==> src/include/adc_ctrl_pkg.sv <==
// Constants, register map and field layout of the converter control block.
// Assumes a single 40 MHz clock shared by all users of the package.
package adc_ctrl_pkg;
  // ==========================================================================
  // Sizes
  localparam int NUM_CH = 4;
  localparam int CH_W   = 2;
  localparam int RAW_W  = 12;
  localparam int DATA_W = 16;
  localparam int ADDR_W = 4;
  localparam int LAT_W  = 8;
  // ==========================================================================
  // Timing, in ns as specified, then in cycles
  localparam int CLK_MHZ  = 40;
  localparam int LAT12_NS = 3500;
  localparam int LAT8_NS  = 2500;
  localparam int SMP_NS   = 500;
  localparam int SWEEP_NS = 1500;
  localparam int LAT12_CYC = (LAT12_NS * CLK_MHZ + 999) / 1000;
  localparam int LAT8_CYC  = (LAT8_NS * CLK_MHZ + 999) / 1000;
  localparam int SMP_CYC   = (SMP_NS * CLK_MHZ + 999) / 1000;
  localparam int SWEEP_CYC = (SWEEP_NS * CLK_MHZ) / 1000;
  // ==========================================================================
  // Register offsets
  localparam logic [ADDR_W-1:0] A_CTRL  = 4'h0;
  localparam logic [ADDR_W-1:0] A_START = 4'h1;
  localparam logic [ADDR_W-1:0] A_EVSEL = 4'h2;
  localparam logic [ADDR_W-1:0] A_STAT  = 4'h3;
  localparam logic [ADDR_W-1:0] A_MASK  = 4'h4;
  localparam logic [ADDR_W-1:0] A_CMPV  = 4'h5;
  localparam logic [ADDR_W-1:0] A_CMPC  = 4'h6;
  localparam logic [ADDR_W-1:0] A_MUX0  = 4'h8;
  localparam logic [ADDR_W-1:0] A_RES0  = 4'hC;
  // ==========================================================================
  // Control bits
  localparam int B_EN    = 0;
  localparam int B_RES8  = 1;
  localparam int B_SGN   = 2;
  localparam int B_LEFT  = 3;
  localparam int B_PAD1  = 4;
  localparam int B_REFX  = 5;
  localparam int B_DMA   = 6;
  localparam int B_EVEN  = 7;
  localparam int B_SYNC  = 8;
  localparam int CTRL_W  = 9;
  // Channel input selection fields
  localparam int M_POS_LO = 0;
  localparam int M_DIFF   = 4;
  localparam int M_NEG_LO = 5;
  localparam int M_GN_LO  = 7;
  localparam int MUX_W    = 10;
  localparam logic [3:0] POS_MAX  = 4'hB;
  localparam logic [2:0] GAIN_MAX = 3'h6;
  // Reset values
  localparam logic [CTRL_W-1:0] CTRL_RST = 9'h000;
  localparam logic [MUX_W-1:0]  MUX_RST  = 10'h000;
endpackage

==> src/include/conv_if.sv <==
// Link between the issue logic and the in-flight conversion tracker.
// Both ends run on the same clock.
`timescale 1ns/1ps
interface conv_if;
  logic                          issue;
  logic [adc_ctrl_pkg::CH_W-1:0] issue_ch;
  logic [adc_ctrl_pkg::LAT_W-1:0] lat;
  logic                          busy;
  logic                          done;
  logic [adc_ctrl_pkg::CH_W-1:0] done_ch;
  modport ctrl (output issue, issue_ch, lat, input busy, done, done_ch);
  modport pipe (input issue, issue_ch, lat, output busy, done, done_ch);
endinterface

==> src/rtl/conv_pipe.sv <==
// Tracker of conversions in flight in the pipelined converter stages.
// Assumes issues are spaced so that DEPTH slots cover one latency.
`timescale 1ns/1ps
module conv_pipe #(
  parameter int DEPTH = 8
) (
  // Clock and reset
  input wire logic clock,
  input wire logic rst,
  // Issue and completion
  conv_if.pipe     cv
);
  localparam int IW = $clog2(DEPTH);

  logic                          busy_q [DEPTH];
  logic [adc_ctrl_pkg::LAT_W-1:0] cnt_q  [DEPTH];
  logic [adc_ctrl_pkg::CH_W-1:0] ch_q   [DEPTH];
  logic [IW-1:0]                 wr_q;
  logic                          done_q;
  logic [adc_ctrl_pkg::CH_W-1:0] done_ch_q;
  logic                          any_busy;

  // ==========================================================================
  // Slots
  // Each slot counts down on its own, so new samples enter while older ones
  // are still in the stages.
  always_ff @(posedge clock) begin
    for (int i = 0; i < DEPTH; i++) begin
      if (rst) begin
        busy_q[i] <= 1'b0;
        cnt_q[i]  <= '0;
        ch_q[i]   <= '0;
      end else if (cv.issue && wr_q == IW'(i)) begin
        busy_q[i] <= 1'b1;
        cnt_q[i]  <= cv.lat - 8'h01;
        ch_q[i]   <= cv.issue_ch;
      end else if (busy_q[i]) begin
        cnt_q[i] <= cnt_q[i] - 8'h01;
        if (cnt_q[i] == 8'h01) begin
          busy_q[i] <= 1'b0;
        end
      end
    end
  end

  always_ff @(posedge clock) begin
    if (rst) begin
      wr_q <= '0;
    end else if (cv.issue) begin
      wr_q <= wr_q + 1'b1;
    end
  end

  // ==========================================================================
  // Completion
  always_ff @(posedge clock) begin
    if (rst) begin
      done_q    <= 1'b0;
      done_ch_q <= '0;
    end else begin
      done_q <= 1'b0;
      for (int i = 0; i < DEPTH; i++) begin
        if (busy_q[i] && cnt_q[i] == 8'h01) begin
          done_q    <= 1'b1;
          done_ch_q <= ch_q[i];
        end
      end
    end
  end

  always_comb begin
    any_busy = 1'b0;
    for (int i = 0; i < DEPTH; i++) begin
      any_busy = any_busy | busy_q[i];
    end
  end

  assign cv.busy    = any_busy;
  assign cv.done    = done_q;
  assign cv.done_ch = done_ch_q;

  slot_free_a: assert property (@(posedge clock) disable iff (rst)
    cv.issue |-> !busy_q[wr_q]) else $error("issue into busy slot");
endmodule

==> src/rtl/pipeline_adc_control.sv <==
// Digital control of a four-channel 12-bit pipelined converter.
// Assumes the converter stages present raw data in the completion cycle.
`timescale 1ns/1ps
module pipeline_adc_control (
  // Clock and reset
  input  wire  logic                              clock,
  input  wire  logic                              rst,
  // Register port
  input  wire  logic [adc_ctrl_pkg::ADDR_W-1:0]   addr,
  input  wire  logic [adc_ctrl_pkg::DATA_W-1:0]   wdata,
  input  wire  logic                              wr_stb,
  input  wire  logic                              rd_stb,
  output logic       [adc_ctrl_pkg::DATA_W-1:0]   rdata,
  // Triggers
  input  wire  logic                              trig_event,
  input  wire  logic                              sync_in,
  output logic                                    sync_out,
  // Converter front end
  output logic                                    smp_strobe,
  output logic       [3:0]                        smp_pos,
  output logic                                    smp_diff,
  output logic       [1:0]                        smp_neg,
  output logic       [2:0]                        smp_gain,
  output logic                                    ref_ext,
  output logic                                    res8,
  input  wire  logic [adc_ctrl_pkg::RAW_W-1:0]    raw_data,
  // Results out
  output logic       [adc_ctrl_pkg::NUM_CH-1:0]   dma_req,
  output logic                                    cmp_event,
  output logic                                    irq
);
  localparam int NC      = adc_ctrl_pkg::NUM_CH;
  localparam int L12     = adc_ctrl_pkg::LAT12_CYC;
  localparam int L8      = adc_ctrl_pkg::LAT8_CYC;
  // Latching the start, clearing the last pending bit and sampling that
  // clear each add one cycle to the sweep itself
  localparam int SWP_HI  = adc_ctrl_pkg::SWEEP_CYC + 3;
  localparam int GAP_MIN = adc_ctrl_pkg::SMP_CYC - 1;

  typedef enum logic {ST_IDLE, ST_GAP} issue_e;
  typedef logic [adc_ctrl_pkg::DATA_W-1:0] word_t;

  conv_if cv ();

  issue_e                            st_q;
  logic [7:0]                        gap_q;
  logic [NC-1:0]                     pend_q;
  logic [NC-1:0]                     pend_d;
  logic [NC-1:0]                     start_req;
  logic [adc_ctrl_pkg::CTRL_W-1:0]   ctrl_q;
  logic [NC-1:0]                     evsel_q;
  logic [2*NC-1:0]                   stat_q;
  logic [2*NC-1:0]                   stat_d;
  logic [2*NC-1:0]                   mask_q;
  logic [2*NC-1:0]                   mask_d;
  logic [adc_ctrl_pkg::RAW_W-1:0]    cmpv_q;
  logic                              cmp_above_q;
  logic [adc_ctrl_pkg::MUX_W-1:0]    mux_q [NC];
  word_t                             res_q [NC];
  logic                              res8_q;
  logic                              issue_q;
  logic [adc_ctrl_pkg::CH_W-1:0]     issue_ch_q;
  logic                              cmp_hit;
  logic [2*NC-1:0]                   set_v;
  logic [2*NC-1:0]                   clr_v;
  logic                              wr_res;
  logic [7:0]                        since_q;

  // ==========================================================================
  // Helpers
  function automatic logic [1:0] lowest(input logic [NC-1:0] m);
    lowest = 2'h0;
    for (int i = NC - 1; i >= 0; i--) begin
      if (m[i]) begin
        lowest = 2'(i);
      end
    end
  endfunction

  function automatic logic [11:0] code(input logic [11:0] raw,
                                       input logic        sgn,
                                       input logic        r8);
    logic [11:0] v;
    v = sgn ? {~raw[11], raw[10:0]} : raw;
    code = r8 ? {v[11:4], 4'h0} : v;
  endfunction

  function automatic word_t fmt(input logic [11:0] c,
                                input logic        r8,
                                input logic        left,
                                input logic        pad1);
    if (r8) begin
      fmt = left ? {c[11:4], {8{pad1}}} : {{8{pad1}}, c[11:4]};
    end else begin
      fmt = left ? {c, {4{pad1}}} : {{4{pad1}}, c};
    end
  endfunction

  function automatic logic is_res(input logic [3:0] a);
    is_res = a[3:2] == adc_ctrl_pkg::A_RES0[3:2];
  endfunction

  // ==========================================================================
  // Configuration registers
  always_ff @(posedge clock) begin
    if (rst) begin
      ctrl_q      <= adc_ctrl_pkg::CTRL_RST;
      evsel_q     <= '0;
      mask_q      <= '0;
      cmpv_q      <= '0;
      cmp_above_q <= 1'b0;
    end else if (wr_stb) begin
      unique case (addr)
        adc_ctrl_pkg::A_CTRL:  ctrl_q <= wdata[adc_ctrl_pkg::CTRL_W-1:0];
        adc_ctrl_pkg::A_EVSEL: evsel_q <= wdata[NC-1:0];
        adc_ctrl_pkg::A_MASK:  mask_q <= wdata[2*NC-1:0];
        adc_ctrl_pkg::A_CMPV:  cmpv_q <= wdata[11:0];
        adc_ctrl_pkg::A_CMPC:  cmp_above_q <= wdata[0];
        default: ;
      endcase
    end
  end

  // Selections above the last source or gain step are clamped on write
  generate
    for (genvar g = 0; g < NC; g++) begin : g_mux
      always_ff @(posedge clock) begin
        if (rst) begin
          mux_q[g] <= adc_ctrl_pkg::MUX_RST;
        end else if (wr_stb && addr == adc_ctrl_pkg::A_MUX0 + 4'(g)) begin
          mux_q[g][3:0] <= (wdata[3:0] > adc_ctrl_pkg::POS_MAX) ?
                           adc_ctrl_pkg::POS_MAX : wdata[3:0];
          mux_q[g][4]   <= wdata[adc_ctrl_pkg::M_DIFF];
          mux_q[g][6:5] <= wdata[adc_ctrl_pkg::M_NEG_LO +: 2];
          mux_q[g][9:7] <= (wdata[9:7] > adc_ctrl_pkg::GAIN_MAX) ?
                           adc_ctrl_pkg::GAIN_MAX : wdata[9:7];
        end
      end
    end
  endgenerate

  // ==========================================================================
  // Start sources and pending mask
  always_comb begin
    start_req = '0;
    if (wr_stb && addr == adc_ctrl_pkg::A_START) begin
      start_req = start_req | wdata[NC-1:0];
    end
    if (trig_event && ctrl_q[adc_ctrl_pkg::B_EVEN]) begin
      start_req = start_req | evsel_q;
    end
    if (sync_in && ctrl_q[adc_ctrl_pkg::B_SYNC]) begin
      start_req = start_req | evsel_q;
    end
    if (!ctrl_q[adc_ctrl_pkg::B_EN]) begin
      start_req = '0;
    end
    pend_d = pend_q | start_req;
    if (issue_q) begin
      pend_d[issue_ch_q] = 1'b0;
    end
  end

  always_ff @(posedge clock) begin
    if (rst) begin
      pend_q   <= '0;
      sync_out <= 1'b0;
    end else begin
      pend_q   <= pend_d;
      sync_out <= ctrl_q[adc_ctrl_pkg::B_SYNC] && |start_req &&
                  !sync_in;
    end
  end

  // ==========================================================================
  // Issue sequencer
  // One sample per slot of the sample period; this fixes the rate and the
  // sweep time of four channels, at the cost of no faster bursts.
  always_ff @(posedge clock) begin
    if (rst) begin
      st_q       <= ST_IDLE;
      gap_q      <= '0;
      issue_q    <= 1'b0;
      issue_ch_q <= '0;
    end else begin
      issue_q <= 1'b0;
      unique case (st_q)
        ST_IDLE: begin
          if (|(pend_q & ~(issue_q ? (4'h1 << issue_ch_q) : 4'h0))) begin
            issue_q    <= 1'b1;
            issue_ch_q <= lowest(issue_q ?
                          pend_q & ~(4'h1 << issue_ch_q) : pend_q);
            gap_q      <= 8'(adc_ctrl_pkg::SMP_CYC - 2);
            st_q       <= ST_GAP;
          end
        end
        ST_GAP: begin
          if (gap_q == 8'h00) begin
            st_q <= ST_IDLE;
          end else begin
            gap_q <= gap_q - 8'h01;
          end
        end
      endcase
    end
  end

  // Resolution only switches with the stages empty, so latency stays fixed
  always_ff @(posedge clock) begin
    if (rst) begin
      res8_q <= 1'b0;
    end else if (!cv.busy && !issue_q && pend_q == '0) begin
      res8_q <= ctrl_q[adc_ctrl_pkg::B_RES8];
    end
  end

  assign cv.issue    = issue_q;
  assign cv.issue_ch = issue_ch_q;
  assign cv.lat      = res8_q ? 8'(adc_ctrl_pkg::LAT8_CYC) :
                       8'(adc_ctrl_pkg::LAT12_CYC);

  conv_pipe #(.DEPTH(8)) u_pipe (
    .clock (clock),
    .rst   (rst),
    .cv    (cv.pipe)
  );

  // ==========================================================================
  // Front end drive
  always_ff @(posedge clock) begin
    if (rst) begin
      smp_strobe <= 1'b0;
      smp_pos    <= '0;
      smp_diff   <= 1'b0;
      smp_neg    <= '0;
      smp_gain   <= '0;
      ref_ext    <= 1'b0;
      res8       <= 1'b0;
    end else begin
      smp_strobe <= 1'b0;
      ref_ext    <= ctrl_q[adc_ctrl_pkg::B_REFX];
      res8       <= res8_q;
      if (pend_q != '0 && st_q == ST_IDLE) begin
        smp_strobe <= 1'b1;
        smp_pos    <= mux_q[lowest(pend_q)][3:0];
        smp_diff   <= mux_q[lowest(pend_q)][4];
        smp_neg    <= mux_q[lowest(pend_q)][6:5];
        smp_gain   <= mux_q[lowest(pend_q)][4] ?
                      mux_q[lowest(pend_q)][9:7] : 3'h0;
      end
    end
  end

  // ==========================================================================
  // Results, compare and flags
  assign cmp_hit = cv.done && (cmp_above_q ==
    (ctrl_q[adc_ctrl_pkg::B_SGN] ?
     $signed(code(raw_data, 1'b1, res8_q)) > $signed(cmpv_q) :
     code(raw_data, 1'b0, res8_q) > cmpv_q));

  generate
    for (genvar g = 0; g < NC; g++) begin : g_res
      always_ff @(posedge clock) begin
        if (rst) begin
          res_q[g] <= '0;
        end else if (cv.done && cv.done_ch == 2'(g)) begin
          res_q[g] <= fmt(code(raw_data, ctrl_q[adc_ctrl_pkg::B_SGN],
                       res8_q), res8_q, ctrl_q[adc_ctrl_pkg::B_LEFT],
                       ctrl_q[adc_ctrl_pkg::B_PAD1]);
        end
      end
    end
  endgenerate

  assign wr_res = rd_stb && is_res(addr);

  always_comb begin
    set_v = '0;
    clr_v = '0;
    if (cv.done) begin
      set_v[cv.done_ch]      = 1'b1;
      set_v[NC + cv.done_ch] = cmp_hit;
    end
    if (wr_stb && addr == adc_ctrl_pkg::A_STAT) begin
      clr_v = wdata[2*NC-1:0];
    end
    if (wr_res) begin
      clr_v[addr[1:0]] = 1'b1;
    end
    stat_d = (stat_q & ~clr_v) | set_v;
  end

  // Next mask, so the interrupt follows a mask write in the same cycle
  always_comb begin
    mask_d = mask_q;
    if (wr_stb && addr == adc_ctrl_pkg::A_MASK) begin
      mask_d = wdata[2*NC-1:0];
    end
  end

  always_ff @(posedge clock) begin
    if (rst) begin
      stat_q    <= '0;
      irq       <= 1'b0;
      dma_req   <= '0;
      cmp_event <= 1'b0;
    end else begin
      stat_q    <= stat_d;
      irq       <= |(stat_d & mask_d);
      dma_req   <= stat_d[NC-1:0] & {NC{ctrl_q[adc_ctrl_pkg::B_DMA]}};
      cmp_event <= cmp_hit;
    end
  end

  // ==========================================================================
  // Read port
  always_ff @(posedge clock) begin
    if (rst) begin
      rdata <= '0;
    end else if (rd_stb) begin
      if (is_res(addr)) begin
        rdata <= res_q[addr[1:0]];
      end else if (addr[3:2] == adc_ctrl_pkg::A_MUX0[3:2]) begin
        rdata <= word_t'(mux_q[addr[1:0]]);
      end else begin
        unique case (addr)
          adc_ctrl_pkg::A_CTRL:  rdata <= word_t'(ctrl_q);
          adc_ctrl_pkg::A_EVSEL: rdata <= word_t'({cv.busy, pend_q, evsel_q});
          adc_ctrl_pkg::A_STAT:  rdata <= word_t'(stat_q);
          adc_ctrl_pkg::A_MASK:  rdata <= word_t'(mask_q);
          adc_ctrl_pkg::A_CMPV:  rdata <= word_t'(cmpv_q);
          adc_ctrl_pkg::A_CMPC:  rdata <= word_t'(cmp_above_q);
          default:               rdata <= '0;
        endcase
      end
    end else begin
      rdata <= '0;
    end
  end

  // ==========================================================================
  // Checks
  always_ff @(posedge clock) begin
    if (rst) begin
      since_q <= 8'hFF;
    end else if (issue_q) begin
      since_q <= 8'h00;
    end else if (since_q != 8'hFF) begin
      since_q <= since_q + 8'h01;
    end
  end

  issue_gap_a: assert property (@(posedge clock) disable iff (rst)
    issue_q |-> since_q >= 8'(GAP_MIN)) else $error("issue too soon");

  issue_order_a: assert property (@(posedge clock) disable iff (rst)
    issue_q |-> ($past(pend_q) & ((4'h1 << issue_ch_q) - 4'h1)) == 4'h0)
    else $error("lower channel skipped");

  sweep_time_a: assert property (@(posedge clock) disable iff (rst)
    (wr_stb && addr == adc_ctrl_pkg::A_START && wdata[3:0] == 4'hF &&
     ctrl_q[adc_ctrl_pkg::B_EN] && pend_q == 4'h0 && st_q == ST_IDLE)
    |-> ##[1:SWP_HI] (pend_q == 4'h0)) else $error("sweep too slow");

  lat12_a: assert property (@(posedge clock) disable iff (rst)
    cv.done && !res8_q |-> $past(issue_q, L12))
    else $error("12-bit latency wrong");

  lat8_a: assert property (@(posedge clock) disable iff (rst)
    cv.done && res8_q |-> $past(issue_q, L8))
    else $error("8-bit latency wrong");

  done_flag_a: assert property (@(posedge clock) disable iff (rst)
    cv.done |=> stat_q[$past(cv.done_ch)])
    else $error("completion flag missing");

  read_clear_a: assert property (@(posedge clock) disable iff (rst)
    wr_res && !(cv.done && cv.done_ch == addr[1:0]) |=>
    !stat_q[$past(addr[1:0])]) else $error("read did not clear");

  irq_level_a: assert property (@(posedge clock) disable iff (rst)
    irq == |(stat_q & mask_q)) else $error("irq level wrong");

  gain_diff_a: assert property (@(posedge clock) disable iff (rst)
    smp_strobe && !smp_diff |-> smp_gain == 3'h0)
    else $error("gain on single ended");

  dma_req_a: assert property (@(posedge clock) disable iff (rst)
    cv.done && ctrl_q[adc_ctrl_pkg::B_DMA] ##1 ctrl_q[adc_ctrl_pkg::B_DMA]
    |-> dma_req[$past(cv.done_ch)]) else $error("no dma request");
endmodule

==> config.mk <==
export PLATFORM = sky130hd
export DESIGN_NAME = pipeline_adc_control
export DESIGN_NICKNAME = d
export VERILOG_FILES = /design/src/include/adc_ctrl_pkg.sv /design/src/include/conv_if.sv /design/src/rtl/conv_pipe.sv /design/src/rtl/pipeline_adc_control.sv
export SDC_FILE = /design/constraint.sdc
export NUM_CORES = 1
export LEC_CHECK = 0
export BUFFER_PORTS_ARGS = -buffer_cell sky130_fd_sc_hd__buf_2
export CAP_MARGIN = 30
export CORE_AREA = 2 2 172 174
export DETAILED_ROUTE_END_ITERATION = 6
export DIE_AREA = 0 0 174 176
export GPL_ROUTABILITY_DRIVEN = 1
export GPL_TIMING_DRIVEN = 0
export MAX_ROUTING_LAYER = met4
export PLACE_DENSITY = 0.72
export SYNTH_ARGS = -nofsm -noshare
export SYNTH_HDL_FRONTEND = slang
export SYNTH_SLANG_ARGS = --single-unit
==> constraint.sdc <==
create_clock -name clock -period 2.6 [get_ports clock]
set_input_delay 0.26 -clock clock [delete_from_list [all_inputs] [get_ports clock]]
set_output_delay 0.26 -clock clock [all_outputs]
set_load 0.05 [all_outputs]
==> results.toml, run 1 <==
[synthesis]
yosysWarnings = 0
synth_edf_count = 192
yosysTopAreaCell = "edfxtp_1"
yosys.cell_count.top_type = "edfxtp_1"
asyncSetResetFlopFracSynth_pct = 0
synth-seq-cells = 293
yosysTopAreaCellShare_pct = 40.5
yosysSeqAreaShare_pct = 54.7
syn_area_per_cell_um2 = 10.8
ys_types = 62
syn_inst = 1316
synthesis.area_um2 = 14200
synthTopCellsByCount = "192 x edfxtp_1, 176 x nor2_1, 149 x nand2_1"
synth_nets = 1390
synthFlopType = "edfxtp_1"
ys_top_cells_by_area = "edfxtp_1 40%, dfxtp_1 14%, mux4_2 6.3%"

[critical_path]
path_class = "in -> reg"
cpPeakStageDelay_ns = 0.74
cp.required_ns = 2.64
regToRegStartpoint = "pend_q[3]"
worstPathCellList = "clkbuf_1 > inv_1 > clkbuf_1 > clkbuf_1 > nand2_1"
crit_path_end_kind = "flip-flop"
crit_path_frequent_cell = "clkbuf_1"
worstSetupStartpointType = "input pin"
crit_path_start = "rst"
cpMaxStageDelayCell = "nand2_1"
cp_max_fo = 16
cp.arrival_ns = 2.69

[clock_network]
cts_setup_buffers = 0
cts_buffers = 34
clockBufferDepth = 3
cts.sinks = 293
cts_htree_levels = 2
ctsRootBufferMaster = "clkbuf_16"
cts_tree = "done"
clkLatencyLatePin_ns = 0.52
clkSlewWorstSetupHoldPaths_ns = 0.06

[sta]
max_clock_freq_mhz = 376
hold_viol = 0
drv_slew = 0
slew_headroom_pct = 32.0
setup_viol = 48
fin_skew_ns = 0.0294
worstMarginPinSlew_ns = 1.01
rsz0062_at_grt = "yes"
fin_crit_sh_pct = 102
setup_tns_ns = -1.92
setup_ws_ns = -0.0574
min_period_ns = 2.66

[power_and_ir_drop]
vdd_drop_max_uv = 416
p_leak_nw = 6.06
pwr_density_cell_nw_per_um2 = 665

[detailed_routing]
drtPass1Iterations = 7
wl_per_cell_um = 20.6
via_per_inst = 5.84
initialDrtViolationCount = 1183
ant_nets = 0
wirelength_um = 37700
vias = 10700
drc = 0

[placement]
post-place-cells = 1770
place_area_um2 = 15100
gp_congestion = 1.00
post-place-ws_ns = -0.425
io_buffers = 63
hpwl_um = 27100

[die]
die_x_um = 174
core-area_um2 = 28500
initial_core_util_pct = 49.9
boundaryPins = 74
die-area_um2 = 30600
die_y_um = 176
core.rowCount = 62

[grt]
grt_pass1_wl_um = 57400
grt_pass1_vias = 10300
overflow = 0
track_usage_pct = 25.0
antenna_found_initial = 0
grt_start_max_net_pins = 17

[hold_path]
hold_path.class = "in -> reg"
min-delay-start = "wdata[11]"

[layout]
final_area_um2 = 16200
nets = 1497
seq_area_um2 = 7790
drive_gt1_share_pct = 14.0
multi_input_area_um2 = 5990
syn_to_final_growth_pct = 13.9
final_util_pct = 56.8
diodes = 0
fillers = 2439
final_cells = 1832

[status]
status = "finished with violations"
violations = "setup timing"

[flow_run]
maxCapViolations = 0
[worst max-delay path, delay by kind of cell]
family,cells,cell delay [ns]
buffers and inverters,4,1.67
and+or+nand+nor,1,0.74
[where the power goes]
part,internal (W),switching (W)
clock network,0.00279,0.00189
logic,0.000322,0.000527
registers,0.00514,0.000119
[registers in the layout (all words and copies together), names as in the netlist, 4 cells and up]
register,flops
mux_q,40
mask_q,8
stat_q,8
u_pipe.busy_q,8
u_pipe.cnt_q,64
dma_req,4
smp_pos,4
gap_q,8
res_q,64
ctrl_q,9
pend_q,4
u_pipe.ch_q,16
cmpv_q,12
rdata,16
evsel_q,4
[worst paths after layout]
path                                      to  slack [ns]  cells after the start
worst min register to register    smp_pos[3]        0.45                      2
worst max register to register   smp_gain[0]        0.06                      7
worst min-delay path              cmpv_q[11]        0.02                      3
worst max-delay path            res_q[2][10]       -0.06                      5
[area by class of cell]
| type | instances | area share [%] |
|---|---|---|
| multi-input cells | 898 | 36.9 |
| repair buffers | 71 | 2.36 |
| flip-flops and latches | 293 | 48.0 |
| clock inverters | 13 | 0.748 |
| well taps | 384 | 2.96 |
| clock buffers | 48 | 5.95 |
| inverters | 66 | 1.53 |
| plain buffers | 59 | 1.52 |
[metrics by stage]
stage | total power (W) | hold slack (ns)
final | 0.0108 | 0.0189
after global routing | 0.0111 | 0.0360
after CTS | 0.0108 | 0.00196
after detailed placement | 0.00619 | 0.447
after global placement | 0.00615 | 0.442
after floorplan | 0.00590 | 0.337
[cells by family after synthesis]
group / after synthesis / synth area share, %
fa+ha+maj: 36 / 3.16
flops: 293 / 54.7
buf+inv: 125 / 3.44
xor+xnor: 55 / 3.38
mux: 66 / 8.21
simple gates: 528 / 18.1
compound gates: 213 / 9.07
[cells in the final DEF, fill, tap and decap left out, types with 22 or more instances in the layout]
cell	netlist	final
edfxtp_1	192	192
nor2_1	176	176
nand2_1	149	149
dfxtp_1	101	101
buf_2	11	75
a21oi_1	67	67
inv_1	65	65
o21ai_0	50	46
clkbuf_1	36	45
mux4_2	40	40
xnor2_1	39	39
and2_1	37	37
ha_1	36	36
clkbuf_16	0	35
nand3_1	25	25
o22ai_1	24	24
nor3_1	22	22
[per-layer routing]
metal  up-vias  GRT usage, %  wire, um
met4         0          7.53      1080
li1       4958             -         -
met2       435          39.2     17400
met3        75          3.51      2910
met1      5230          34.1     16300
met5         -             -         0
[repair_timing]
action                     in CTS  in global routing
pin swaps                       0                  1
hold endpoints to repair        1                  0
setup endpoints to repair       6                 18
gates resized for setup         3                  2
hold buffers                    1                  0
cloned                          0                  0
(Power assumes the default switching activity.)
==> run 2, diff against run 1 <==
- CORE_AREA: 2 2 172 174 -> 2 2 175 177
- DIE_AREA: 0 0 174 176 -> 0 0 177 179
- PLACE_DENSITY: 0.72 -> 0.71
- SYNTH_HIERARCHICAL: default -> 1
==> run 2 against run 1 <==
The flow now finishes without violations. Routed wire length rose by 8.5%. Highest routed layer unchanged. Combinational power rose by 10%. Area after synthesis grew 2.8%. Final cell count up 3.9%. Clock-buffer cell count grew 1. Worst setup slack gained 0.21 ns.
==> results.toml, run 2 <==
[die]
die-area_um2 = 31700
die_x_um = 177
die_y_um = 179
core.rowCount = 64
boundaryPins = 74
core-area_um2 = 30000
initial_core_util_pct = 48.7

[layout]
final_util_pct = 55.5
final_cells = 1904
nets = 1558
drive_gt1_share_pct = 14.5
final_cell_mix = "192 x edfxtp_1, 173 x nor2_1, 141 x nand2_1"
final_common_cell = "edfxtp_1"
top_regs = "res_q x64, u_pipe/cnt_q x64, mux_q x40"
diodes = 0
syn_to_final_growth_pct = 13.8

[clock_network]
cts_tree = "done"
clockBufferDepth = 3
cts_htree_levels = 1
ctsRootBufferMaster = "clkbuf_16"
cts.sinks = 293
clkSlewWorstSetupHoldPaths_ns = 0.06
clkLatencyLatePin_ns = 0.58
cts_buffers = 31

[synthesis]
syn_area_per_cell_um2 = 10.8
asyncSetResetFlopFracSynth_pct = 0
yosysWarnings = 6
syn_inst = 1359
yosysSeqAreaShare_pct = 53.2
synthTopCellsByCount = "192 x edfxtp_1, 173 x nor2_1, 141 x nand2_1"
synthesis.area_um2 = 14600
ys_top_cells_by_area = "edfxtp_1 39%, dfxtp_1 14%, mux4_2 6.3%"
yosysTopAreaCellShare_pct = 39.4
synth-seq-cells = 293
yosys.cell_count.top_type = "edfxtp_1"
synthFlopType = "edfxtp_1"
yosysTopAreaCell = "edfxtp_1"
synth_edf_count = 192
ys_types = 84

[critical_path]
r2r_cells = 9
crit_path_end_kind = "flip-flop"
path_class = "reg -> reg"
cp.required_ns = 3.03
cp_max_fo = 6
rr_endpoint = "stat_q[4]"
regToRegStartpoint = "cmpv_q[5]"
cp.arrival_ns = 2.88
reg2reg_slack_ns = 0.15
worstSetupStartpointType = "flip-flop"

[sta]
setup_viol = 0
rsz0062_at_grt = "no"
min_period_ns = 2.45
drv_slew = 0
fin_crit_sh_pct = 94.2
worstMarginPinSlew_ns = 1.01
fin_skew_ns = 0.0316
hold_viol = 0
slew_headroom_pct = 32.5
max_clock_freq_mhz = 408

[hold_path]
hold_path.class = "in -> reg"
hold_end = "cmpv_q[7]"
holdPathStages = 3
min-delay-start = "wdata[7]"

[detailed_routing]
ant_nets = 0
wirelength_um = 40900
via_per_inst = 5.95
vias = 11300
drc = 0
wl_per_cell_um = 21.5
drtPass1Iterations = 5
initialDrtViolationCount = 1123

[placement]
io_buffers = 65
post-place-cells = 1838
hpwl_um = 29600
gp_congestion = 0.957

[status]
status = "complete, no violations"

[grt]
track_usage_pct = 26.5
grt_start_max_net_pins = 17
grt_pass1_vias = 10900
antenna_found_initial = 0
grt_pass1_wl_um = 62000
overflow = 0

[power_and_ir_drop]
vdd_drop_max_uv = 529
p_leak_nw = 6.08
pwr_density_cell_nw_per_um2 = 632

[flow_run]
maxCapViolations = 0
run 2: layer usage:
layer,global-route usage [%],up-vias,routed length [um]
li1,-,5180,-
met1,36.3,5502,17400
met2,40.0,529,18500
met3,4.39,109,3540
met4,9.16,0,1400
met5,-,-,0
run 2: cells by family (layout without fill, tap and decap cells):
family / Yosys count / after routing / share of synthesized area (%)
AOI/OAI and AO/OA: 243 / 243 / 11.1
xor gates and xnor gates: 61 / 61 / 3.65
adders and majority gates: 37 / 37 / 3.16
buffers and inverters: 133 / 270 / 3.62
DFF: 293 / 293 / 53.2
muxes: 60 / 60 / 7.69
other: 2 / 14 / 0.0513
and+or+nand+nor: 530 / 530 / 17.5
run 2: worst max-delay path, cell delays in order, from the launching register on:
cell and delay (ns):
dfxtp_1 0.37, inv_1 0.08, ha_1 0.30, a211oi_1 0.21
nor2_1 0.11, or4b_1 0.49, o21ai_2 0.21, and4_2 0.24
buf_2 0.19, o32ai_1 0.11
run 2: repair_timing:
action,CTS,global route
resized for setup,2,3
hold buffers,6,0
endpoints found under the setup margin,6,2
buffers inserted,1,0
hold endpoints to repair,8,0
run 2: power by group:
| part | total, W | switching (W) | internal (W) | leakage, nW |
|---|---|---|---|---|
| registers | 0.00526 | 0.000115 | 0.00514 | 2.80 |
| clock network | 0.00433 | 0.00182 | 0.00251 | 0.496 |
| logic | 0.000934 | 0.000587 | 0.000348 | 2.79 |
run 2: how the worst max path moves through the flow:
| stage | startpoint | endpoint | slack, ns | cells after the start |
|---|---|---|---|---|
| after floorplan | res8_q | irq | 0.40 | 10 |
| after global placement | res8_q | u_pipe/cnt_q[1][11] | -0.11 | 3 |
| after detailed placement | res8_q | irq | -0.11 | 10 |
| after CTS | cmpv_q[5] | irq | 0.18 | 8 |
| after global routing | cmpv_q[5] | stat_q[4] | 0.02 | 9 |
| final | cmpv_q[5] | stat_q[4] | 0.15 | 9 |
run 2: area by class of cell:
class	instances	area (um2)
Multi-Input combinational cell	945	6380
Timing Repair Buffer	79	449
Tap cell	396	495
Clock buffer	49	958
Inverter	67	255
Clock inverter	9	42.5
Fill cell	2618	13400
Buffer	66	279
Sequential cell	293	7790
run 2: stage by stage:
| stage | setup slack, ns | instance area [um2] | setup TNS (ns) | hold WS [ns] | power (W) |
|---|---|---|---|---|---|
| 4_1_cts | 0.185 | 16600 | 0 | 0.00513 | 0.0105 |
| 3_5_place_dp | -0.113 | 15600 | -0.611 | 0.446 | 0.00624 |
| 2_1_floorplan | 0.403 | 14700 | 0 | 0.337 | 0.00594 |
| 6_report | 0.152 | 16700 | 0 | 0.0251 | 0.0105 |
| 5_1_grt | 0.0153 | 16700 | 0 | 0.0305 | 0.0108 |
| 3_3_place_gp | -0.109 | 15500 | -2.56 | 0.443 | 0.00621 |
